**config.mk**
```make
export PLATFORM = sky130hd
export DESIGN_NAME = byte_alu_indirect
export DESIGN_NICKNAME = d
export VERILOG_FILES = /design/src/alu_ind_pkg.sv /design/src/ptr_step.sv /design/src/byte_alu_indirect.sv
export SDC_FILE = /design/constraint.sdc
export NUM_CORES = 1
export LEC_CHECK = 0
export BUFFER_PORTS_ARGS = -buffer_cell sky130_fd_sc_hd__buf_2
export CORE_AREA = 2 2 127 129
export CTS_BUF_LIST = sky130_fd_sc_hd__clkbuf_4 sky130_fd_sc_hd__clkbuf_8 sky130_fd_sc_hd__clkbuf_16
export DETAILED_ROUTE_END_ITERATION = 8
export DIE_AREA = 0 0 129 131
export PLACE_DENSITY = 0.64
export SETUP_SLACK_MARGIN = 0.05
export SYNTH_ARGS = -nofsm -noshare
export SYNTH_HDL_FRONTEND = slang
export SYNTH_SLANG_ARGS = --single-unit
```
**constraint.sdc**
```tcl
create_clock -name MCLK -period 5.2 [get_ports MCLK]
set_input_delay 0.52 -clock MCLK [delete_from_list [all_inputs] [get_ports MCLK]]
set_output_delay 0.52 -clock MCLK [all_outputs]
set_load 0.02 [all_outputs]
```
**src/alu_ind_pkg.sv**
```systemverilog
package alu_ind_pkg;

	// ----------------------------------------
	// instruction and mode encodings
	// ----------------------------------------
	typedef enum logic [2:0] {
		OP_INCREMENT_FILE = 3'b000,
		OP_OR_ACCUM_WITH_FILE = 3'b001,
		OP_SHIFT_LEFT_LOGICAL = 3'b010,
		OP_SHIFT_RIGHT_LOGICAL = 3'b011,
		OP_COPY_FILE = 3'b100,
		OP_LOAD_INDIRECT_TO_ACCUM = 3'b101
	} opcode_type;

	typedef enum logic [1:0] {
		MODE_PRE_INC = 2'b00,
		MODE_PRE_DEC = 2'b01,
		MODE_POST_INC = 2'b10,
		MODE_POST_DEC = 2'b11
	} pointer_update_select_type;

	typedef enum logic [1:0] {
		ST_IDLE = 2'b00,
		ST_READ = 2'b01,
		ST_EXEC = 2'b10
	} state_type;

	// ----------------------------------------
	// register port map and fields
	// ----------------------------------------
	localparam logic [3:0] REG_ACCUM = 4'h0;
	localparam logic [3:0] REG_STATUS = 4'h1;
	localparam logic [3:0] REG_PTR0_LO = 4'h2;
	localparam logic [3:0] REG_PTR0_HI = 4'h3;
	localparam logic [3:0] REG_PTR1_LO = 4'h4;
	localparam logic [3:0] REG_PTR1_HI = 4'h5;
	localparam int ZERO_BIT = 0;
	localparam int CARRY_BIT = 1;

	// ----------------------------------------
	// reset values and address constants
	// ----------------------------------------
	localparam logic [7:0] ACCUM_RST = 8'h00;
	localparam logic ZERO_RST = 1'b0;
	localparam logic CARRY_RST = 1'b0;
	localparam logic [15:0] PTR_RST = 16'h0000;
	localparam logic [6:0] WIN0_FILE = 7'h00;
	localparam logic [6:0] WIN1_FILE = 7'h01;
	localparam logic [8:0] FILE_HI = 9'h000;
	localparam logic DEST_ACCUM = 1'b0;
	localparam logic DEST_FILE = 1'b1;

endpackage : alu_ind_pkg

```
**src/ptr_step.sv**
```systemverilog
`timescale 1ns/1ps
`default_nettype none

module ptr_step (
	input wire logic [15:0] ptr,
	input wire logic [1:0] mode,
	input wire logic rel,
	input wire logic [5:0] offset,
	output logic [15:0] eff_addr,
	output logic [15:0] next_ptr
);

	// ----------------------------------------
	// pointer arithmetic
	// ----------------------------------------
	wire [15:0] ptr_inc = ptr + 16'h0001; // 16 bit sum wraps FFFF to 0000
	wire [15:0] ptr_dec = ptr - 16'h0001; // 0000 wraps to FFFF
	wire [15:0] ptr_rel = ptr + {{10{offset[5]}}, offset}; // signed -32..31
	wire is_inc = (mode == alu_ind_pkg::MODE_PRE_INC) || (mode == alu_ind_pkg::MODE_POST_INC);
	wire is_pre = (mode == alu_ind_pkg::MODE_PRE_INC) || (mode == alu_ind_pkg::MODE_PRE_DEC);
	wire [15:0] stepped = is_inc ? ptr_inc : ptr_dec;

	// pre modes address the stepped value, post modes the old one
	assign eff_addr = rel ? ptr_rel : (is_pre ? stepped : ptr);
	// offset form leaves the pointer alone
	assign next_ptr = rel ? ptr : stepped;

endmodule : ptr_step

`default_nettype wire

```
**src/byte_alu_indirect.sv**
```systemverilog
// Added by the designer: strobed register access and the address map.
`timescale 1ns/1ps
`default_nettype none

// Functional notes
// - destination bit 0 writes accumulator, 1 writes back to file register, except indirect load, which always writes accumulator
// - increment adds one to file register 0..127, only zero flag changes
// - OR of accumulator and file register, routed by destination, only zero flag
// - left shift: bit 7 to carry, bits 6:0 up, zero in; carry and zero
// - right shift: bit 0 to carry, bits 7:1 down, zero in; carry and zero
// - copy moves file to destination, sets zero flag, done two cycles after capture like the rest
// - indirect load picks pointer by index, loads accumulator, updates zero
// - window registers map onto memory at the pointer, no own storage
// - mode 00 preinc, 01 predec, 10 postinc, 11 postdec
// - pre modes use stepped address, post use old; pointer steps unless offset form
// - offset form addresses pointer plus signed -32..31, pointer unchanged
// - pointers are 16 bit and wrap at both ends
// - pointer stepping never touches status flags
module byte_alu_indirect (
	input wire logic MCLK,
	input wire logic RST,
	input wire logic INSTR_VALID,
	output logic INSTR_READY,
	input wire logic [2:0] INSTR_OP,
	input wire logic INSTR_DEST,
	input wire logic [6:0] INSTR_FILE,
	input wire logic INSTR_PTR_SEL,
	input wire logic INSTR_REL,
	input wire logic [1:0] INSTR_MODE,
	input wire logic [5:0] INSTR_OFFSET,
	output logic INSTR_DONE,
	output logic [15:0] MEM_ADDR,
	output logic MEM_RD,
	input wire logic [7:0] MEM_RDATA,
	output logic MEM_WR,
	output logic [7:0] MEM_WDATA,
	input wire logic [3:0] REG_ADDR,
	input wire logic [7:0] REG_WDATA,
	input wire logic REG_WR,
	input wire logic REG_RD,
	output logic [7:0] REG_RDATA
);

	// ----------------------------------------
	// helper functions
	// ----------------------------------------
	// port offset of one pointer byte
	function automatic logic [3:0] ptr_reg(input logic idx, input logic hi);
		if (idx == 1'b0) begin
			return hi ? alu_ind_pkg::REG_PTR0_HI : alu_ind_pkg::REG_PTR0_LO;
		end
		return hi ? alu_ind_pkg::REG_PTR1_HI : alu_ind_pkg::REG_PTR1_LO;
	endfunction : ptr_reg

	// window file addresses redirect to the pointer value
	function automatic logic [15:0] file_to_addr(input logic [6:0] f, input logic [15:0] p0,
			input logic [15:0] p1);
		if (f == alu_ind_pkg::WIN0_FILE) begin
			return p0;
		end else if (f == alu_ind_pkg::WIN1_FILE) begin
			return p1;
		end
		return {alu_ind_pkg::FILE_HI, f};
	endfunction : file_to_addr

	// ----------------------------------------
	// state
	// ----------------------------------------
	alu_ind_pkg::state_type state_q;
	alu_ind_pkg::state_type state_d;
	logic [2:0] op_q;
	logic dest_q;
	logic [15:0] addr_q;
	logic rd_q;
	logic wr_q;
	logic done_q;
	logic [7:0] wdata_q;
	logic [7:0] accum_q;
	logic [7:0] accum_d;
	logic zero_q;
	logic zero_d;
	logic carry_q;
	logic carry_d;
	logic [7:0] rdata_q;
	logic [15:0] ptr_q [0:1];
	logic [15:0] ptr_d [0:1];
	logic [7:0] status_w;

	// ----------------------------------------
	// instruction capture and address
	// ----------------------------------------
	wire capture = INSTR_VALID && (state_q == alu_ind_pkg::ST_IDLE);
	wire exec = (state_q == alu_ind_pkg::ST_EXEC);
	wire is_load_in = (INSTR_OP == alu_ind_pkg::OP_LOAD_INDIRECT_TO_ACCUM);
	wire [15:0] sel_ptr = ptr_q[INSTR_PTR_SEL]; // one-bit index picks the pointer
	wire [15:0] step_addr;
	wire [15:0] step_next;
	wire [15:0] file_addr = file_to_addr(INSTR_FILE, ptr_q[0], ptr_q[1]);
	wire [15:0] cap_addr = is_load_in ? step_addr : file_addr;

	// mode decode and 16-bit wrap live in the step unit
	ptr_step i_ptr_step (
		.ptr(sel_ptr),
		.mode(INSTR_MODE),
		.rel(INSTR_REL),
		.offset(INSTR_OFFSET),
		.eff_addr(step_addr),
		.next_ptr(step_next)
	);

	// ----------------------------------------
	// execute datapath
	// ----------------------------------------
	wire [7:0] inc_w = MEM_RDATA + 8'h01;
	wire [7:0] or_w = accum_q | MEM_RDATA;
	wire [7:0] shl_w = {MEM_RDATA[6:0], 1'b0}; // zero into bit 0
	wire [7:0] shr_w = {1'b0, MEM_RDATA[7:1]}; // zero into bit 7
	wire op_inc = (op_q == alu_ind_pkg::OP_INCREMENT_FILE);
	wire op_or = (op_q == alu_ind_pkg::OP_OR_ACCUM_WITH_FILE);
	wire op_shl = (op_q == alu_ind_pkg::OP_SHIFT_LEFT_LOGICAL);
	wire op_shr = (op_q == alu_ind_pkg::OP_SHIFT_RIGHT_LOGICAL);
	wire op_copy = (op_q == alu_ind_pkg::OP_COPY_FILE);
	wire op_load = (op_q == alu_ind_pkg::OP_LOAD_INDIRECT_TO_ACCUM);
	wire op_known = op_inc || op_or || op_shl || op_shr || op_copy || op_load;
	wire is_shift = op_shl || op_shr;
	// copy and load pass the fetched byte through untouched
	wire [7:0] result_w = op_inc ? inc_w : op_or ? or_w : op_shl ? shl_w : op_shr ? shr_w :
		MEM_RDATA;
	wire carry_w = op_shl ? MEM_RDATA[7] : MEM_RDATA[0];
	wire result_zero = (result_w == 8'h00);
	// the load always lands in the accumulator whatever the destination bit
	wire to_file = exec && op_known && !op_load && (dest_q == alu_ind_pkg::DEST_FILE);
	wire to_accum = exec && op_known && !to_file;

	// ----------------------------------------
	// register port decode
	// ----------------------------------------
	wire sw_wr_accum = REG_WR && (REG_ADDR == alu_ind_pkg::REG_ACCUM);
	wire sw_wr_status = REG_WR && (REG_ADDR == alu_ind_pkg::REG_STATUS);
	wire sw_wr_ptr = REG_WR && ((REG_ADDR == ptr_reg(1'b0, 1'b0)) ||
		(REG_ADDR == ptr_reg(1'b0, 1'b1)) || (REG_ADDR == ptr_reg(1'b1, 1'b0)) ||
		(REG_ADDR == ptr_reg(1'b1, 1'b1)));
	wire [7:0] rd_mux = (REG_ADDR == alu_ind_pkg::REG_ACCUM) ? accum_q :
		(REG_ADDR == alu_ind_pkg::REG_STATUS) ? status_w :
		(REG_ADDR == ptr_reg(1'b0, 1'b0)) ? ptr_q[0][7:0] :
		(REG_ADDR == ptr_reg(1'b0, 1'b1)) ? ptr_q[0][15:8] :
		(REG_ADDR == ptr_reg(1'b1, 1'b0)) ? ptr_q[1][7:0] :
		(REG_ADDR == ptr_reg(1'b1, 1'b1)) ? ptr_q[1][15:8] : 8'h00;

	// status byte, unused bits read zero
	always_comb begin
		status_w = 8'h00;
		status_w[alu_ind_pkg::ZERO_BIT] = zero_q;
		status_w[alu_ind_pkg::CARRY_BIT] = carry_q;
	end

	// ----------------------------------------
	// next-state logic
	// ----------------------------------------
	// hardware updates win over a same-cycle software write
	assign accum_d = to_accum ? result_w : (sw_wr_accum ? REG_WDATA : accum_q);
	// every known instruction here updates zero
	assign zero_d = (exec && op_known) ? result_zero :
		(sw_wr_status ? REG_WDATA[alu_ind_pkg::ZERO_BIT] : zero_q);
	// only the shifts touch carry; stepping leaves it alone
	assign carry_d = (exec && is_shift) ? carry_w :
		(sw_wr_status ? REG_WDATA[alu_ind_pkg::CARRY_BIT] : carry_q);

	// pointer bytes from the port, stepping by the load wins
	always_comb begin
		for (int i = 0; i < 2; i++) begin
			ptr_d[i] = ptr_q[i];
			if (REG_WR && (REG_ADDR == ptr_reg(i[0], 1'b0))) begin
				ptr_d[i][7:0] = REG_WDATA;
			end
			if (REG_WR && (REG_ADDR == ptr_reg(i[0], 1'b1))) begin
				ptr_d[i][15:8] = REG_WDATA;
			end
			if (capture && is_load_in && (INSTR_PTR_SEL == i[0])) begin
				ptr_d[i] = step_next;
			end
		end
	end

	// fetch one cycle, execute the next; one instruction per pass
	always_comb begin
		state_d = state_q;
		case (state_q)
			alu_ind_pkg::ST_IDLE: begin
				if (capture) begin
					state_d = alu_ind_pkg::ST_READ;
				end
			end
			alu_ind_pkg::ST_READ: begin
				state_d = alu_ind_pkg::ST_EXEC;
			end
			alu_ind_pkg::ST_EXEC: begin
				state_d = alu_ind_pkg::ST_IDLE;
			end
			default: begin
				state_d = alu_ind_pkg::ST_IDLE;
			end
		endcase
	end

	// ----------------------------------------
	// registers
	// ----------------------------------------
	// sequencing and memory strobes
	always_ff @(posedge MCLK) begin
		if (RST) begin
			state_q <= alu_ind_pkg::ST_IDLE;
			rd_q <= 1'b0;
			wr_q <= 1'b0;
			done_q <= 1'b0;
		end else begin
			state_q <= state_d;
			rd_q <= capture;
			wr_q <= to_file; // write back into the file register
			done_q <= exec;
		end
	end

	// latched instruction fields and address
	always_ff @(posedge MCLK) begin
		if (RST) begin
			op_q <= 3'h0;
			dest_q <= alu_ind_pkg::DEST_ACCUM;
			addr_q <= 16'h0000;
			wdata_q <= 8'h00;
		end else begin
			if (capture) begin
				op_q <= INSTR_OP;
				dest_q <= INSTR_DEST;
				addr_q <= cap_addr; // same address serves read and write-back
			end
			if (to_file) begin
				wdata_q <= result_w;
			end
		end
	end

	// architectural state
	always_ff @(posedge MCLK) begin
		if (RST) begin
			accum_q <= alu_ind_pkg::ACCUM_RST;
			zero_q <= alu_ind_pkg::ZERO_RST;
			carry_q <= alu_ind_pkg::CARRY_RST;
			ptr_q[0] <= alu_ind_pkg::PTR_RST;
			ptr_q[1] <= alu_ind_pkg::PTR_RST;
		end else begin
			accum_q <= accum_d;
			zero_q <= zero_d;
			carry_q <= carry_d;
			ptr_q[0] <= ptr_d[0];
			ptr_q[1] <= ptr_d[1];
		end
	end

	// port read data, one cycle after the strobe
	always_ff @(posedge MCLK) begin
		if (RST) begin
			rdata_q <= 8'h00;
		end else if (REG_RD) begin
			rdata_q <= rd_mux;
		end
	end

	// ----------------------------------------
	// outputs
	// ----------------------------------------
	assign INSTR_READY = (state_q == alu_ind_pkg::ST_IDLE);
	assign INSTR_DONE = done_q;
	assign MEM_ADDR = addr_q;
	assign MEM_RD = rd_q;
	assign MEM_WR = wr_q;
	assign MEM_WDATA = wdata_q;
	assign REG_RDATA = rdata_q;
endmodule : byte_alu_indirect

`default_nettype wire

```
==> report_table.html, run 1 <==
<table>
<tr><th>Metric</th><th>Value</th></tr>
<tr><th colspan="2">Yosys</th></tr>
<tr><td>Share of synthesized flip-flops with an asynchronous set or reset</td><td>0%</td></tr>
<tr><td>Most common cell in the synthesized netlist</td><td>sky130_fd_sc_hd__nor2_1</td></tr>
<tr><td>Number of synthesized flops with an enable pin</td><td>0</td></tr>
<tr><td>Sequential area share after synthesis</td><td>24.1%</td></tr>
<tr><td>Post-synthesis average cell area</td><td>7.24 µm²</td></tr>
<tr><td>Yosys reg bits</td><td>83</td></tr>
<tr><td>Yosys top cell by area</td><td>sky130_fd_sc_hd__dfxtp_1</td></tr>
<tr><td>Top cells by area in the synthesized netlist</td><td>sky130_fd_sc_hd__dfxtp_1 24%, sky130_fd_sc_hd__nor2_1 8.1%, sky130_fd_sc_hd__mux2i_1 7.7%</td></tr>
<tr><td>Syn Inst Count</td><td>954</td></tr>
<tr><td>Number of distinct standard cells referenced by the synthesized netlist</td><td>70</td></tr>
<tr><td>Synth Cell Area</td><td>about 0.0069 mm²</td></tr>
<tr><td>Share of Yosys cell area claimed by the top area cell type</td><td>about a quarter</td></tr>
<tr><td>Top cell types by occurrence after synthesis</td><td>149 x sky130_fd_sc_hd__nor2_1, 88 x sky130_fd_sc_hd__nand2_1, 83 x sky130_fd_sc_hd__dfxtp_1</td></tr>
<tr><td>Post-Syn Nets</td><td>about 1.0k</td></tr>
<tr><td>Flip-flop cell with the highest count after synthesis</td><td>sky130_fd_sc_hd__dfxtp_1</td></tr>
<tr><td>Number of warnings printed during yosys synthesis</td><td>0</td></tr>
<tr><th colspan="2">Clocking</th></tr>
<tr><td>CTS H-tree lvls</td><td>3</td></tr>
<tr><td>Num Clock Sinks</td><td>83</td></tr>
<tr><td>Clock tree buffer depth</td><td>2</td></tr>
<tr><td>Number of buffers inserted during clock tree synthesis</td><td>9</td></tr>
<tr><td>Hold Buf Count CTS</td><td>0</td></tr>
<tr><td>Insertion delay to the later sink of the worst-skew pair</td><td>between 300 and 400 ps</td></tr>
<tr><td>Number of buffers inserted by post-CTS setup repair</td><td>0</td></tr>
<tr><td>CTS Root Cell</td><td>sky130_fd_sc_hd__clkbuf_16</td></tr>
<tr><td>Post-cts repair resize count</td><td>0</td></tr>
<tr><td>Clock Pin Slew Worst Setup and Hold Paths</td><td>about 60 ps</td></tr>
<tr><td>CTS tree</td><td>done</td></tr>
<tr><th colspan="2">Global routing</th></tr>
<tr><td>GRT Total Usage</td><td>a little over a quarter</td></tr>
<tr><td>GRT overflow</td><td>0</td></tr>
<tr><td>Number of global-route vias before repair</td><td>around 6.4k</td></tr>
<tr><td>Antenna violations before repair</td><td>0</td></tr>
<tr><td>Pin count of the biggest net entering global routing</td><td>between 70 and 80</td></tr>
<tr><td>Wire length of the first global-routing pass</td><td>around 34000 µm</td></tr>
<tr><th colspan="2">Finish</th></tr>
<tr><td>Filler cells</td><td>roughly 1.6k</td></tr>
<tr><td>Share of cells above drive strength 1</td><td>13.2%</td></tr>
<tr><td>Number of nets at the end of the flow</td><td>around 1.1k</td></tr>
<tr><td>Count of inserted antenna diode cells</td><td>0</td></tr>
<tr><td>Area added between synthesis and finish</td><td>11.5%</td></tr>
<tr><th colspan="2">Route</th></tr>
<tr><td>Drt pass-1 iters</td><td>5</td></tr>
<tr><td>Detailed Route Iter0 Violations</td><td>approximately 690</td></tr>
<tr><td>Total vias in the final route</td><td>7224</td></tr>
<tr><td>Post-detailed-routing wire length</td><td>between 20000 and 25000 µm</td></tr>
<tr><td>Vias/cell</td><td>around 6</td></tr>
<tr><td>Count of unresolved DRC violations after routing</td><td>0</td></tr>
<tr><td>Post-DR wirelength/cell</td><td>about 18 µm</td></tr>
<tr><td>Number of routed nets with antenna violations</td><td>0</td></tr>
<tr><th colspan="2">Critical path</th></tr>
<tr><td>Max Fanout on Critical Path</td><td>32</td></tr>
<tr><td>Crit path max-delay cell type</td><td>sky130_fd_sc_hd__a211oi_1</td></tr>
<tr><td>Endpoint of the most critical register-to-register path</td><td>ptr_q[0][14]</td></tr>
<tr><td>Launching element type of the critical path</td><td>input port</td></tr>
<tr><td>Required @ worst endpoint</td><td>5460 ps</td></tr>
<tr><td>Cell seen most often among critical-path stages</td><td>sky130_fd_sc_hd__a211oi_1</td></tr>
<tr><td>Reg2Reg Depth</td><td>9</td></tr>
<tr><td>Critical path, cell by cell</td><td>buf_2, mux2i_2, xnor2_1, ha_1, inv_1, o21ai_0, and4_1, a211oi_1, a211oi_1, nor2_1, xnor2_1, a211oi_1</td></tr>
<tr><td>Slowest cell delay on critical path</td><td>around 610 ps</td></tr>
<tr><td>Startpoint-to-endpoint class of the critical path</td><td>input port to flip-flop</td></tr>
<tr><td>Endpoint kind of the worst setup timing path</td><td>flip-flop</td></tr>
<tr><td>Reg-to-reg startpoint</td><td>ptr_q[1][2]</td></tr>
<tr><td>Critical path arrival</td><td>about 4000 ps</td></tr>
<tr><td>Register-to-register path setup slack</td><td>approximately 1800 ps</td></tr>
<tr><td>CP Launch Point</td><td>INSTR_PTR_SEL</td></tr>
<tr><th colspan="2">STA</th></tr>
<tr><td>Setup-failing EPs final</td><td>0</td></tr>
<tr><td>Max-slew violation count</td><td>0</td></tr>
<tr><td>Largest clock skew in the final design</td><td>between 7 and 8 ps</td></tr>
<tr><td>Hold violation total from the final report</td><td>0</td></tr>
<tr><td>Unrepaired setup endpoints after global routing</td><td>false</td></tr>
<tr><td>Post-route setup slack</td><td>between 1000 and 1500 ps</td></tr>
<tr><td>Smallest hold slack</td><td>around 420 ps</td></tr>
<tr><td>Total Neg Setup Slack</td><td>0 ps</td></tr>
<tr><td>Slew at the pin closest to its max-slew limit</td><td>approximately 1000 ps</td></tr>
<tr><td>Fin crit period</td><td>between 3000 and 4000 ps</td></tr>
<tr><td>Maximum operating frequency</td><td>around 270 MHz</td></tr>
<tr><td>Tightest slew margin relative to the limit</td><td>a little under a third</td></tr>
<tr><td>Final critical-path share of the clock period</td><td>72.1%</td></tr>
<tr><th colspan="2">Floorplan</th></tr>
<tr><td>Die footprint</td><td>0.0169 mm²</td></tr>
<tr><td>Cell Rows</td><td>46</td></tr>
<tr><td>Die Wd</td><td>129 µm</td></tr>
<tr><td>Core area</td><td>between 0.015 and 0.02 mm²</td></tr>
<tr><td>Effective utilization at floorplan</td><td>~44%</td></tr>
<tr><td>Die Span Y</td><td>131 µm</td></tr>
<tr><td>Top-level I/O count</td><td>around 80</td></tr>
<tr><th colspan="2">Hold path</th></tr>
<tr><td>Hold wc startpoint</td><td>INSTR_OP[2]</td></tr>
<tr><td>End point of the worst hold path</td><td>op_q[2]</td></tr>
<tr><td>Number of cells on the worst hold path</td><td>3</td></tr>
<tr><td>Worst min-delay path class</td><td>input port to flip-flop</td></tr>
<tr><th colspan="2">Flow run</th></tr>
<tr><td>Number of max-cap violations</td><td>0</td></tr>
<tr><th colspan="2">Outcome</th></tr>
<tr><td>Result of the run</td><td>finished, final reports clean</td></tr>
<tr><th colspan="2">Pwr</th></tr>
<tr><td>Leak Pwr</td><td>between 0.003 and 0.004 µW</td></tr>
<tr><td>P per Cell Area</td><td>between 200 and 250 mW/mm²</td></tr>
<tr><td>Worst IR Drop VDD</td><td>approximately 0.17 mV</td></tr>
<tr><th colspan="2">Placed design</th></tr>
<tr><td>Pre-CTS setup slack</td><td>roughly 1100 ps</td></tr>
<tr><td>Routability-driven placement congestion ratio</td><td>0.886</td></tr>
<tr><td>Half-perimeter wire length after detailed placement</td><td>about 16000 µm</td></tr>
<tr><td>PortBufs</td><td>81</td></tr>
</table>
kinds of logic (layout without fill, tap and decap cells):
| family | count (synthesis) | after routing | share of synthesized area, % |
|---|---|---|---|
| XOR/XNOR | 33 | 33 | 4.19 |
| adder cells (fa/ha/maj) | 25 | 25 | 4.64 |
| AND/OR/NAND/NOR | 371 | 371 | 24.4 |
| multiplexers | 69 | 69 | 10.8 |
| flip-flops | 83 | 83 | 24.1 |
| AO/OA/AOI/OAI | 275 | 275 | 26.5 |
| buffers and inverters | 98 | 135 | 5.47 |
how the worst max path moves through the flow:
stage / slack (ps) / endpoint / cells after the start
floorplan: 1380 / ptr_q[1][13] / 13
global placement: 1200 / MEM_ADDR[15] / 11
detailed placement: 1110 / MEM_ADDR[13] / 13
CTS: 1470 / MEM_ADDR[13] / 13
global route: 1200 / MEM_ADDR[13] / 13
finish: 1450 / ptr_q[0][14] / 12
per-stage QoR:
step | instances | instance area (µm²) | utilization [%] | total power (µW)
finish | 1207 | 7700 | 49.4 | 1790
global route | 1207 | 7700 | 49.4 | 1870
CTS | 1207 | 7700 | 49.4 | 1790
detailed placement | 1191 | 7370 | 47.2 | 1070
global placement | 1191 | 7370 | 47.2 | 1070
floorplan | 954 | 6900 | - | 961
flip-flops by register name, summed over array words and instances (netlist names):
register / count
INSTR_DONE: 1
ptr_q: 32
zero_q: 1
REG_RDATA: 8
op_q: 3
MEM_WR: 1
accum_q: 8
state_q: 2
dest_q: 1
MEM_ADDR: 16
MEM_WDATA: 8
MEM_RD: 1
carry_q: 1
worst max-delay path, delay by kind of cell:
kind	cells	cell delay (ps)
buffers and inverters	2	620
muxes	1	540
xor gates and xnor gates	2	340
AOI/OAI and AO/OA	4	1320
adders and majority gates	1	210
and+or+nand+nor	2	440
area by class of cell:
| class | count | area [µm²] | area share (%) |
|---|---|---|---|
| Multi-Input combinational cell | 773 | 4860 | 63.2 |
| Timing Repair Buffer | 87 | 450 | 5.85 |
| Clock buffer | 11 | 246 | 3.20 |
| Clock inverter | 5 | 85.1 | 1.11 |
| Tap cell | 216 | 270 | 3.51 |
| Sequential cell | 83 | 1660 | 21.6 |
| Inverter | 32 | 120 | 1.56 |
routing by layer:
layer | GRT usage (%) | part of all wire, % | wire [µm] | vias up
li1 | - | - | - | 3535
met1 | 37.2 | 46 | 10300 | 3384
met2 | 40.8 | 44 | 9840 | 271
met3 | 4.72 | 7.3 | 1610 | 34
met4 | 7.42 | 1.9 | 420 | 0
met5 | 0 | 0 | 0 | -
cells in the final DEF, fill, tap and decap left out, types with 5 or more instances in the layout:
cell type,n
sky130_fd_sc_hd__or3_1,7
sky130_fd_sc_hd__a311oi_1,21
sky130_fd_sc_hd__xor2_1,5
sky130_fd_sc_hd__nand2_1,88
sky130_fd_sc_hd__nand2b_1,10
sky130_fd_sc_hd__xnor2_1,28
sky130_fd_sc_hd__nor3_1,19
sky130_fd_sc_hd__nand3_1,38
sky130_fd_sc_hd__or2_2,6
sky130_fd_sc_hd__nand4_1,5
sky130_fd_sc_hd__o211ai_1,13
sky130_fd_sc_hd__mux2i_1,53
sky130_fd_sc_hd__buf_4,6
sky130_fd_sc_hd__nor3b_1,6
sky130_fd_sc_hd__a211oi_1,32
sky130_fd_sc_hd__ha_1,24
sky130_fd_sc_hd__nor2_1,149
sky130_fd_sc_hd__a21o_1,8
sky130_fd_sc_hd__a21oi_1,81
sky130_fd_sc_hd__nor2b_1,9
sky130_fd_sc_hd__and3_1,11
sky130_fd_sc_hd__buf_2,81
sky130_fd_sc_hd__a31oi_1,7
sky130_fd_sc_hd__o21ai_0,50
sky130_fd_sc_hd__dfxtp_1,83
sky130_fd_sc_hd__clkbuf_16,9
sky130_fd_sc_hd__o311ai_0,5
sky130_fd_sc_hd__a221oi_1,7
sky130_fd_sc_hd__and2_1,9
sky130_fd_sc_hd__mux2_2,10
sky130_fd_sc_hd__inv_1,30
power breakdown:
| group | leakage [µW] | internal, µW | switching [µW] |
|---|---|---|---|
| logic | 0.00229 | 138 | 242 |
| clock network | 0.000160 | 442 | 282 |
| registers | 0.000675 | 658 | 29.4 |
| total | 0.00312 | 1240 | 553 |
Note: power is estimated with default switching activity, not from simulation.
==> run 2: changes to the inputs <==
--- a/config.mk
+++ b/config.mk
@@ -10,7 +10,7 @@
 export CTS_BUF_LIST = sky130_fd_sc_hd__clkbuf_4 sky130_fd_sc_hd__clkbuf_8 sky130_fd_sc_hd__clkbuf_16
 export DETAILED_ROUTE_END_ITERATION = 8
 export DIE_AREA = 0 0 129 131
-export PLACE_DENSITY = 0.64
+export PLACE_DENSITY = 0.66
 export SETUP_SLACK_MARGIN = 0.05
 export SYNTH_ARGS = -nofsm -noshare
 export SYNTH_HDL_FRONTEND = slang
==> constraint.sdc (replaced) <==
create_clock -name MCLK -period 3.36 [get_ports MCLK]
set_input_delay 0.336 -clock MCLK [delete_from_list [all_inputs] [get_ports MCLK]]
set_output_delay 0.336 -clock MCLK [all_outputs]
set_load 0.02 [all_outputs]
==> run 2 against run 1 <==
Via count increased by 4.0%; largest power group unchanged; global-route usage increased by 0.78 points; final cell count increased by 4.2%; flip-flop and latch count unchanged; first-iteration DRC count increased by 0.72%; critical endpoint is now MEM_ADDR[15]; sequential power increased by 54%; wire length increased by 4.3%; worst hold slack got worse by 190 ps; sequential share of layout area decreased by 1.1 points.
==> report_table.html, run 2 (synthesis gave the netlist of run 1 again) <==
<table>
<tr><th>Metric</th><th>Value</th></tr>
<tr><th colspan="2">STA</th></tr>
<tr><td>Total Neg Setup Slack</td><td>0 ps (unchanged)</td></tr>
<tr><td>Hold violation total from the final report</td><td>0 (unchanged)</td></tr>
<tr><td>Setup-failing EPs final</td><td>0 (unchanged)</td></tr>
<tr><td>Unrepaired setup endpoints after global routing</td><td>true</td></tr>
<tr><td>Final critical-path share of the clock period</td><td>93.4%</td></tr>
<tr><td>Fin crit period</td><td>about 3100 ps</td></tr>
<tr><td>Max-slew violation count</td><td>0 (unchanged)</td></tr>
<tr><td>Smallest hold slack</td><td>226 ps (-190 ps)</td></tr>
<tr><td>Slew at the pin closest to its max-slew limit</td><td>790 ps (-241 ps)</td></tr>
<tr><td>Maximum operating frequency</td><td>approximately 320 MHz</td></tr>
<tr><td>Tightest slew margin relative to the limit</td><td>47.3% (+16 points)</td></tr>
<tr><td>Largest clock skew in the final design</td><td>15.6 ps (+8.48 ps)</td></tr>
<tr><th colspan="2">Floorplan</th></tr>
<tr><td>Die footprint</td><td>0.0169 mm² (unchanged)</td></tr>
<tr><td>Die Wd</td><td>129 µm (unchanged)</td></tr>
<tr><td>Die Span Y</td><td>131 µm (unchanged)</td></tr>
<tr><td>Effective utilization at floorplan</td><td>44.3% (unchanged)</td></tr>
<tr><td>Core area</td><td>0.0156 mm² (unchanged)</td></tr>
<tr><td>Top-level I/O count</td><td>82 (unchanged)</td></tr>
<tr><td>Cell Rows</td><td>46 (unchanged)</td></tr>
<tr><th colspan="2">Finish</th></tr>
<tr><td>Number of flip-flops in the largest register</td><td>32 (unchanged)</td></tr>
<tr><td>Top library cells by usage in the layout, fill and taps aside</td><td>149 x sky130_fd_sc_hd__nor2_1, 88 x sky130_fd_sc_hd__nand2_1, 83 x sky130_fd_sc_hd__dfxtp_1, 81 x sky130_fd_sc_hd__a21oi_1, 81 x sky130_fd_sc_hd__buf_2</td></tr>
<tr><td>Number of nets at the end of the flow</td><td>1108 (+4.8%)</td></tr>
<tr><td>Register with the most flip-flops</td><td>ptr_q</td></tr>
<tr><td>Area added between synthesis and finish</td><td>17.4%</td></tr>
<tr><td>Count of inserted antenna diode cells</td><td>0 (unchanged)</td></tr>
<tr><td>Commonest non-fill, non-tap cell in the layout</td><td>sky130_fd_sc_hd__nor2_1</td></tr>
<tr><td>Share of cells above drive strength 1</td><td>17.7% (+4.4 points)</td></tr>
<tr><th colspan="2">Global routing</th></tr>
<tr><td>Pin count of the biggest net entering global routing</td><td>39 (-48%)</td></tr>
<tr><td>GRT overflow</td><td>0 (unchanged)</td></tr>
<tr><td>Wire length of the first global-routing pass</td><td>35700 µm (+3.9%)</td></tr>
<tr><td>Antenna violations before repair</td><td>0 (unchanged)</td></tr>
<tr><td>Number of global-route vias before repair</td><td>6748 (+5.3%)</td></tr>
<tr><td>GRT Total Usage</td><td>27.0% (+0.78 points)</td></tr>
<tr><th colspan="2">Hold path</th></tr>
<tr><td>Worst min-delay path class</td><td>input port to flip-flop</td></tr>
<tr><th colspan="2">Critical path</th></tr>
<tr><td>Buffers plus inverters on the worst setup path</td><td>0 (-2)</td></tr>
<tr><td>Cell seen most often among critical-path stages</td><td>sky130_fd_sc_hd__o211ai_1</td></tr>
<tr><td>Critical path arrival</td><td>3420 ps (-600 ps)</td></tr>
<tr><td>Endpoint kind of the worst setup timing path</td><td>flip-flop</td></tr>
<tr><td>Critical path, cell by cell</td><td>nor4b_1, o211ai_1, a211oi_2, o21bai_1, a41o_1, o41a_1, a32o_2, a2111o_1, o211ai_1</td></tr>
<tr><td>Max Fanout on Critical Path</td><td>9 (-72%)</td></tr>
<tr><td>Dominant delay contributor by cell family on the critical path</td><td>compound AO/OA/AOI/OAI gates</td></tr>
<tr><td>Launching element type of the critical path</td><td>flip-flop</td></tr>
<tr><td>Required @ worst endpoint</td><td>3640 ps (-1820 ps)</td></tr>
<tr><td>Slowest cell delay on critical path</td><td>450 ps (-160 ps)</td></tr>
<tr><td>Crit path max-delay cell type</td><td>sky130_fd_sc_hd__dfxtp_1</td></tr>
<tr><td>Startpoint-to-endpoint class of the critical path</td><td>flip-flop to flip-flop</td></tr>
<tr><th colspan="2">Clocking</th></tr>
<tr><td>Num Clock Sinks</td><td>83 (unchanged)</td></tr>
<tr><td>Clock Pin Slew Worst Setup and Hold Paths</td><td>80 ps (+20 ps)</td></tr>
<tr><td>Insertion delay to the later sink of the worst-skew pair</td><td>360 ps (about the same)</td></tr>
<tr><td>Post-cts repair resize count</td><td>0 (unchanged)</td></tr>
<tr><td>Number of buffers inserted during clock tree synthesis</td><td>9 (unchanged)</td></tr>
<tr><td>Number of buffers inserted by post-CTS setup repair</td><td>0 (unchanged)</td></tr>
<tr><td>CTS tree</td><td>done</td></tr>
<tr><td>CTS Root Cell</td><td>sky130_fd_sc_hd__clkbuf_16</td></tr>
<tr><td>Clock tree buffer depth</td><td>2 (unchanged)</td></tr>
<tr><td>Hold Buf Count CTS</td><td>0 (unchanged)</td></tr>
<tr><td>CTS H-tree lvls</td><td>3 (unchanged)</td></tr>
<tr><th colspan="2">Pwr</th></tr>
<tr><td>P per Cell Area</td><td>349 mW/mm² (+50%)</td></tr>
<tr><td>Leak Pwr</td><td>0.00337 µW (+8.1%)</td></tr>
<tr><td>Worst IR Drop VDD</td><td>0.271 mV (+64%)</td></tr>
<tr><th colspan="2">Placed design</th></tr>
<tr><td>PortBufs</td><td>81 (unchanged)</td></tr>
<tr><td>Routability-driven placement congestion ratio</td><td>0.965 (+8.9%)</td></tr>
<tr><td>Half-perimeter wire length after detailed placement</td><td>17100 µm (+5.4%)</td></tr>
<tr><th colspan="2">Route</th></tr>
<tr><td>Drt pass-1 iters</td><td>5 (unchanged)</td></tr>
<tr><td>Total vias in the final route</td><td>7515 (+4.0%)</td></tr>
<tr><td>Post-detailed-routing wire length</td><td>23100 µm (+4.3%)</td></tr>
<tr><td>Vias/cell</td><td>5.97 (-0.19%)</td></tr>
<tr><td>Count of unresolved DRC violations after routing</td><td>0 (unchanged)</td></tr>
<tr><td>Number of routed nets with antenna violations</td><td>0 (unchanged)</td></tr>
<tr><td>Post-DR wirelength/cell</td><td>18.4 µm (+0.12%)</td></tr>
<tr><td>Detailed Route Iter0 Violations</td><td>699 (+0.72%)</td></tr>
<tr><th colspan="2">Flow run</th></tr>
<tr><td>Number of max-cap violations</td><td>0 (unchanged)</td></tr>
<tr><th colspan="2">Outcome</th></tr>
<tr><td>Result of the run</td><td>finished, final reports clean</td></tr>
</table>
==> run 2: through the flow <==
step	setup WS, ps	power (µW)	instance area (µm²)	utilization, %	instances
after floorplan	29.8	1490	6920	-	954
after global placement	119	1700	7770	49.8	1242
after detailed placement	43.5	1700	7770	49.8	1242
after CTS	239	2820	8100	51.9	1258
after global routing	20.4	2940	8100	52.0	1258
final	221	2830	8100	52.0	1258
==> run 2: layout make-up <==
cell class              count  area, µm²
fillers                  1562       7490
multi-input cells         773       4880
flip-flops and latches     83       1660
repair buffers            138        846
well taps                 216        270
clock buffers               9        225
inverters                  32        120
clock inverters             7        105
==> run 2: path summary, 6_finish.rpt <==
kind	startpoint	end	cells past startpoint	slack [ps]
hold reg to reg	state_q[1]	state_q[1]	1	450
setup / recovery	ptr_q[1][3]	MEM_ADDR[15]	9	220
setup reg to reg	ptr_q[1][3]	MEM_ADDR[15]	9	220
hold / removal	INSTR_OP[0]	op_q[0]	3	230
==> run 2: power breakdown <==
| group | internal (µW) | switching (µW) | total (µW) | leakage [µW] |
|---|---|---|---|---|
| logic | 247 | 392 | 638 | 0.00254 |
| registers | 1020 | 41.6 | 1060 | 0.000675 |
| clock network | 663 | 464 | 1130 | 0.000159 |
| total | 1930 | 897 | 2830 | 0.00337 |
==> run 2: worst register-to-register path, delay by kind of cell, from the launching register on <==
family          cells  cell delay [ps]
compound gates      8             2180
flops               1              450
simple gates        1              440
==> run 2: metal layers <==
layer | vias to the layer above | global-route usage [%] | wire, µm
li1 | 3640 | - | -
met1 | 3508 | 37.2 | 10300
met2 | 312 | 42.4 | 10300
met3 | 55 | 4.19 | 1770
met4 | 0 | 10.5 | 737
met5 | - | 0 | 0
==> run 3: changes to the inputs <==
==> config.mk (replaced) <==
export PLATFORM = sky130hd
export DESIGN_NAME = byte_alu_indirect
export DESIGN_NICKNAME = d
export VERILOG_FILES = /design/src/alu_ind_pkg.sv /design/src/ptr_step.sv /design/src/byte_alu_indirect.sv
export SDC_FILE = /design/constraint.sdc
export NUM_CORES = 1
export LEC_CHECK = 0
export ABC_AREA = 1
export BUFFER_PORTS_ARGS = -buffer_cell sky130_fd_sc_hd__buf_2
export CORE_AREA = 2 2 129 131
export CTS_BUF_LIST = sky130_fd_sc_hd__clkbuf_8
export DETAILED_ROUTE_END_ITERATION = 8
export DIE_AREA = 0 0 131 133
export PLACE_DENSITY = 0.66
export SETUP_SLACK_MARGIN = 0.05
export SYNTH_ARGS = -nofsm -noshare
export SYNTH_HDL_FRONTEND = slang
export SYNTH_SLANG_ARGS = --single-unit
export TNS_END_PERCENT = 50
==> run 3 against run 2 <==
Register-to-register slack better by 330 ps; worst hold slack worse by 1.6 ps; sequential share of layout area is 0.43 points higher; clock skew is 1.9 ps lower; clock-buffer cell count is 1 higher; first-iteration DRC count is 16% higher; synthesized cell count is 22% higher; worst setup slack better by 330 ps; synthesized area is 3.3% higher; via count is 5.2% higher; final cell count is 15% higher; global-route usage is 0.69 points higher; critical path type unchanged; largest power group is now registers.
==> report_table.html, run 3 <==
<table>
<tr><th>Metric</th><th>Value</th></tr>
<tr><th colspan="2">Flow run</th></tr>
<tr><td>Number of max-cap violations</td><td>0 (unchanged)</td></tr>
<tr><th colspan="2">Pwr</th></tr>
<tr><td>Net switching fraction of the power</td><td>32.7% (+0.94 points)</td></tr>
<tr><td>Clock share of power</td><td>34.5% (-5.4 points)</td></tr>
<tr><td>Worst IR Drop VDD</td><td>0.186 mV (-31%)</td></tr>
<tr><td>Share of total power in combinational logic</td><td>24.6% (+2.0 points)</td></tr>
<tr><td>Internal cell power</td><td>1740 µW (-10%)</td></tr>
<tr><td>Overall power after layout</td><td>2580 µW (-8.7%)</td></tr>
<tr><td>Leak Pwr</td><td>0.00379 µW (+12%)</td></tr>
<tr><td>Flop pwr share</td><td>40.9% (+3.4 points)</td></tr>
<tr><td>P per Cell Area</td><td>325 mW/mm² (-6.8%)</td></tr>
<tr><td>Reported net switching power</td><td>843 µW (-6.0%)</td></tr>
<tr><th colspan="2">Critical path</th></tr>
<tr><td>Max Fanout on Critical Path</td><td>5 (-4)</td></tr>
<tr><td>Required @ worst endpoint</td><td>3600 ps (-40 ps)</td></tr>
<tr><td>Critical path, cell by cell</td><td>nand2_2, o21ai_4, ha_1, inv_1, fa_1, o21ai_0, a21oi_1, inv_1, nand2_1, nand2_1, nand3_1, nand2_1, nand2_1, nand3_1, nand2_1, nand2_1, a21oi_2</td></tr>
<tr><td>Critical path arrival</td><td>3040 ps (-380 ps)</td></tr>
<tr><td>Endpoint of the most critical register-to-register path</td><td>MEM_ADDR[12]</td></tr>
<tr><td>Slowest cell delay on critical path</td><td>520 ps (+70 ps)</td></tr>
<tr><td>Buffers plus inverters on the worst setup path</td><td>2 (+2)</td></tr>
<tr><td>Crit path max-delay cell type</td><td>sky130_fd_sc_hd__dfxtp_1</td></tr>
<tr><td>Reg-to-reg startpoint</td><td>ptr_q[1][0]</td></tr>
<tr><td>Endpoint kind of the worst setup timing path</td><td>flip-flop</td></tr>
<tr><td>CP Launch Point</td><td>ptr_q[1][0]</td></tr>
<tr><td>Launching element type of the critical path</td><td>flip-flop</td></tr>
<tr><td>Startpoint-to-endpoint class of the critical path</td><td>flip-flop to flip-flop</td></tr>
<tr><td>Reg2Reg Depth</td><td>17 (+8)</td></tr>
<tr><td>Cell seen most often among critical-path stages</td><td>sky130_fd_sc_hd__nand2_1</td></tr>
<tr><td>Dominant delay contributor by cell family on the critical path</td><td>compound AO/OA/AOI/OAI gates</td></tr>
<tr><td>Register-to-register path setup slack</td><td>550 ps (+330 ps)</td></tr>
<tr><th colspan="2">Finish</th></tr>
<tr><td>Count of inserted antenna diode cells</td><td>0 (unchanged)</td></tr>
<tr><td>Number of flip-flops in the largest register</td><td>32 (unchanged)</td></tr>
<tr><td>Commonest non-fill, non-tap cell in the layout</td><td>sky130_fd_sc_hd__nand2_1</td></tr>
<tr><td>Number of nets at the end of the flow</td><td>1298 (+17%)</td></tr>
<tr><td>Register with the most flip-flops</td><td>ptr_q</td></tr>
<tr><td>Share of cells above drive strength 1</td><td>15.4% (-2.2 points)</td></tr>
<tr><td>Footprint of the multi-input gates</td><td>0.00460 mm² (-5.6%)</td></tr>
<tr><td>Filler cells</td><td>1757 (+12%)</td></tr>
<tr><td>Area added between synthesis and finish</td><td>11.3%</td></tr>
<tr><td>Top library cells by usage in the layout, fill and taps aside</td><td>286 x sky130_fd_sc_hd__nand2_1, 161 x sky130_fd_sc_hd__inv_1, 109 x sky130_fd_sc_hd__o21ai_0, 84 x sky130_fd_sc_hd__nand3_1, 83 x sky130_fd_sc_hd__dfxtp_1</td></tr>
<tr><td>Sequential cell area in the final layout</td><td>0.00166 mm² (unchanged)</td></tr>
<tr><th colspan="2">Floorplan</th></tr>
<tr><td>Die Wd</td><td>131 µm (+1.6%)</td></tr>
<tr><td>Die footprint</td><td>0.0174 mm² (+3.1%)</td></tr>
<tr><td>Die Span Y</td><td>133 µm (+1.5%)</td></tr>
<tr><td>Core area</td><td>0.0162 mm² (+3.7%)</td></tr>
<tr><td>Cell Rows</td><td>47 (+2.2%)</td></tr>
<tr><td>Effective utilization at floorplan</td><td>44.1% (-0.16 points)</td></tr>
<tr><td>Top-level I/O count</td><td>82 (unchanged)</td></tr>
<tr><th colspan="2">Clocking</th></tr>
<tr><td>Number of buffers inserted by post-CTS setup repair</td><td>0 (unchanged)</td></tr>
<tr><td>CTS Root Cell</td><td>sky130_fd_sc_hd__clkbuf_8</td></tr>
<tr><td>Clock tree buffer depth</td><td>2 (unchanged)</td></tr>
<tr><td>CTS tree</td><td>done</td></tr>
<tr><td>Post-cts repair resize count</td><td>0 (unchanged)</td></tr>
<tr><td>Hold Buf Count CTS</td><td>0 (unchanged)</td></tr>
<tr><td>Clock Pin Slew Worst Setup and Hold Paths</td><td>90 ps (about the same)</td></tr>
<tr><td>Insertion delay to the later sink of the worst-skew pair</td><td>370 ps (about the same)</td></tr>
<tr><td>CTS H-tree lvls</td><td>3 (unchanged)</td></tr>
<tr><td>Number of buffers inserted during clock tree synthesis</td><td>9 (unchanged)</td></tr>
<tr><td>Num Clock Sinks</td><td>83 (unchanged)</td></tr>
<tr><th colspan="2">Route</th></tr>
<tr><td>Post-detailed-routing wire length</td><td>23900 µm (+3.7%)</td></tr>
<tr><td>Total vias in the final route</td><td>7905 (+5.2%)</td></tr>
<tr><td>Post-DR wirelength/cell</td><td>16.5 µm (-10%)</td></tr>
<tr><td>Count of unresolved DRC violations after routing</td><td>0 (unchanged)</td></tr>
<tr><td>Detailed Route Iter0 Violations</td><td>811 (+16%)</td></tr>
<tr><td>Vias/cell</td><td>5.44 (-8.9%)</td></tr>
<tr><td>Drt pass-1 iters</td><td>6 (+1)</td></tr>
<tr><td>Number of routed nets with antenna violations</td><td>0 (unchanged)</td></tr>
<tr><th colspan="2">Yosys</th></tr>
<tr><td>Most common cell in the synthesized netlist</td><td>sky130_fd_sc_hd__nand2_1</td></tr>
<tr><td>Yosys reg bits</td><td>83 (unchanged)</td></tr>
<tr><td>Top cells by area in the synthesized netlist</td><td>sky130_fd_sc_hd__dfxtp_1 23%, sky130_fd_sc_hd__nand2_1 15%, sky130_fd_sc_hd__inv_1 8.5%</td></tr>
<tr><td>Number of distinct standard cells referenced by the synthesized netlist</td><td>51 (-27%)</td></tr>
<tr><td>Number of synthesized flops with an enable pin</td><td>0 (unchanged)</td></tr>
<tr><td>Share of Yosys cell area claimed by the top area cell type</td><td>23.3% (-0.77 points)</td></tr>
<tr><td>Sequential area share after synthesis</td><td>23.3% (-0.77 points)</td></tr>
<tr><td>Syn Inst Count</td><td>1162 (+22%)</td></tr>
<tr><td>Flip-flop cell with the highest count after synthesis</td><td>sky130_fd_sc_hd__dfxtp_1</td></tr>
<tr><td>Post-Syn Nets</td><td>1233 (+20%)</td></tr>
<tr><td>Post-synthesis average cell area</td><td>6.14 µm² (-15%)</td></tr>
<tr><td>Yosys top cell by area</td><td>sky130_fd_sc_hd__dfxtp_1</td></tr>
<tr><td>Share of synthesized flip-flops with an asynchronous set or reset</td><td>0% (unchanged)</td></tr>
<tr><td>Top cell types by occurrence after synthesis</td><td>286 x sky130_fd_sc_hd__nand2_1, 161 x sky130_fd_sc_hd__inv_1, 109 x sky130_fd_sc_hd__o21ai_0</td></tr>
<tr><td>Synth Cell Area</td><td>0.00713 mm² (+3.3%)</td></tr>
<tr><td>Number of warnings printed during yosys synthesis</td><td>0 (unchanged)</td></tr>
<tr><th colspan="2">Global routing</th></tr>
<tr><td>Pin count of the biggest net entering global routing</td><td>49 (+26%)</td></tr>
<tr><td>GRT overflow</td><td>0 (unchanged)</td></tr>
<tr><td>Number of global-route vias before repair</td><td>7121 (+5.5%)</td></tr>
<tr><td>Antenna violations before repair</td><td>0 (unchanged)</td></tr>
<tr><td>GRT Total Usage</td><td>27.7% (+0.69 points)</td></tr>
<tr><td>Wire length of the first global-routing pass</td><td>37700 µm (+5.6%)</td></tr>
<tr><th colspan="2">STA</th></tr>
<tr><td>Total Neg Setup Slack</td><td>0 ps (unchanged)</td></tr>
<tr><td>Slew at the pin closest to its max-slew limit</td><td>997 ps (+206 ps)</td></tr>
<tr><td>Setup-failing EPs final</td><td>0 (unchanged)</td></tr>
<tr><td>Fin crit period</td><td>2810 ps (-334 ps)</td></tr>
<tr><td>Unrepaired setup endpoints after global routing</td><td>false</td></tr>
<tr><td>Max-slew violation count</td><td>0 (unchanged)</td></tr>
<tr><td>Maximum operating frequency</td><td>356 MHz (+12%)</td></tr>
<tr><td>Tightest slew margin relative to the limit</td><td>33.5% (-14 points)</td></tr>
<tr><td>Hold violation total from the final report</td><td>0 (unchanged)</td></tr>
<tr><td>Final critical-path share of the clock period</td><td>83.5% (-9.9 points)</td></tr>
<tr><td>Largest clock skew in the final design</td><td>13.7 ps (-1.92 ps)</td></tr>
<tr><th colspan="2">Placed design</th></tr>
<tr><td>PortBufs</td><td>81 (unchanged)</td></tr>
<tr><td>Routability-driven placement congestion ratio</td><td>0.978 (+1.3%)</td></tr>
<tr><td>Half-perimeter wire length after detailed placement</td><td>19000 µm (+11%)</td></tr>
<tr><th colspan="2">Hold path</th></tr>
<tr><td>Worst min-delay path class</td><td>input port to flip-flop</td></tr>
<tr><td>Hold wc startpoint</td><td>INSTR_DEST</td></tr>
<tr><td>Number of cells on the worst hold path</td><td>3 (unchanged)</td></tr>
<tr><td>End point of the worst hold path</td><td>dest_q</td></tr>
<tr><th colspan="2">Outcome</th></tr>
<tr><td>Result of the run</td><td>finished, final reports clean</td></tr>
</table>
[run 3: changes by cell type after synthesis, sizes merged, moves of 30 or more]
cell	before	now
clkbuf	52	22
mux2i	57	0
inv	30	170
nand2	88	322
o21ai	50	113
nor2	149	91
nand3	38	93
[run 3: per-stage QoR]
| step | setup slack (ps) | cells | hold WS [ps] | area [µm²] | util (%) |
|---|---|---|---|---|---|
| after global routing | 301 | 1452 | 260 | 7940 | 49.1 |
| final | 555 | 1452 | 224 | 7940 | 49.1 |
| after global placement | 378 | 1436 | 436 | 7690 | 47.6 |
| after CTS | 597 | 1452 | 221 | 7940 | 49.1 |
| after floorplan | 840 | 1162 | 421 | 7130 | - |
| after detailed placement | 336 | 1436 | 439 | 7690 | 47.6 |
[run 3: worst max-delay path by stage]
stage	to	depth (start not counted)	slack [ps]
6_report	MEM_ADDR[12]	17	550
5_1_grt	MEM_ADDR[12]	16	300
4_1_cts	MEM_ADDR[12]	16	600
3_5_place_dp	MEM_ADDR[12]	18	340
3_3_place_gp	MEM_ADDR[12]	18	380
2_1_floorplan	MEM_ADDR[12]	18	840
[run 3: metal layers]
layer	GRT usage, %	routed length [µm]
met3	4.61	1690
met2	42.5	10700
met1	40.2	11000
met4	6.68	519
met5	0	0
[run 3: power by group through the flow]
| stage | Clock, µW | Sequential, µW | Combinational [µW] |
|---|---|---|---|
| after floorplan | 0 | 1080 | 427 |
| after global placement | 0 | 1080 | 622 |
| after detailed placement | 0 | 1080 | 623 |
| after CTS | 905 | 1050 | 626 |
| after global routing | 947 | 1060 | 709 |
| final | 890 | 1050 | 635 |
[run 3: worst reg2reg max path, delay by kind of cell (launching register included)]
family / cells / cell delay (ps)
adder cells (fa/ha/maj): 2 / 610
AO/OA/AOI/OAI: 4 / 700
AND/OR/NAND/NOR: 9 / 670
buffers and inverters: 2 / 190
flip-flops: 1 / 520
[run 3: logic make-up (layout without fill, tap and decap cells)]
family | Yosys count | after routing | share of synthesized area, %
AOI/OAI and AO/OA | 298 | 298 | 24.4
xor gates and xnor gates | 16 | 16 | 2.07
adders and majority gates | 25 | 25 | 4.49
buffers and inverters | 211 | 281 | 12.1
DFF | 83 | 83 | 23.3
and+or+nand+nor | 529 | 529 | 33.6
[run 3: area by class of cell]
class                           instances  area share (%)
Multi-Input combinational cell        868            58.0
Sequential cell                        83            20.9
Inverter                              172            8.23
Timing Repair Buffer                   93            6.24
Tap cell                              220            3.47
Clock buffer                           10            1.73
Clock inverter                          6            1.40
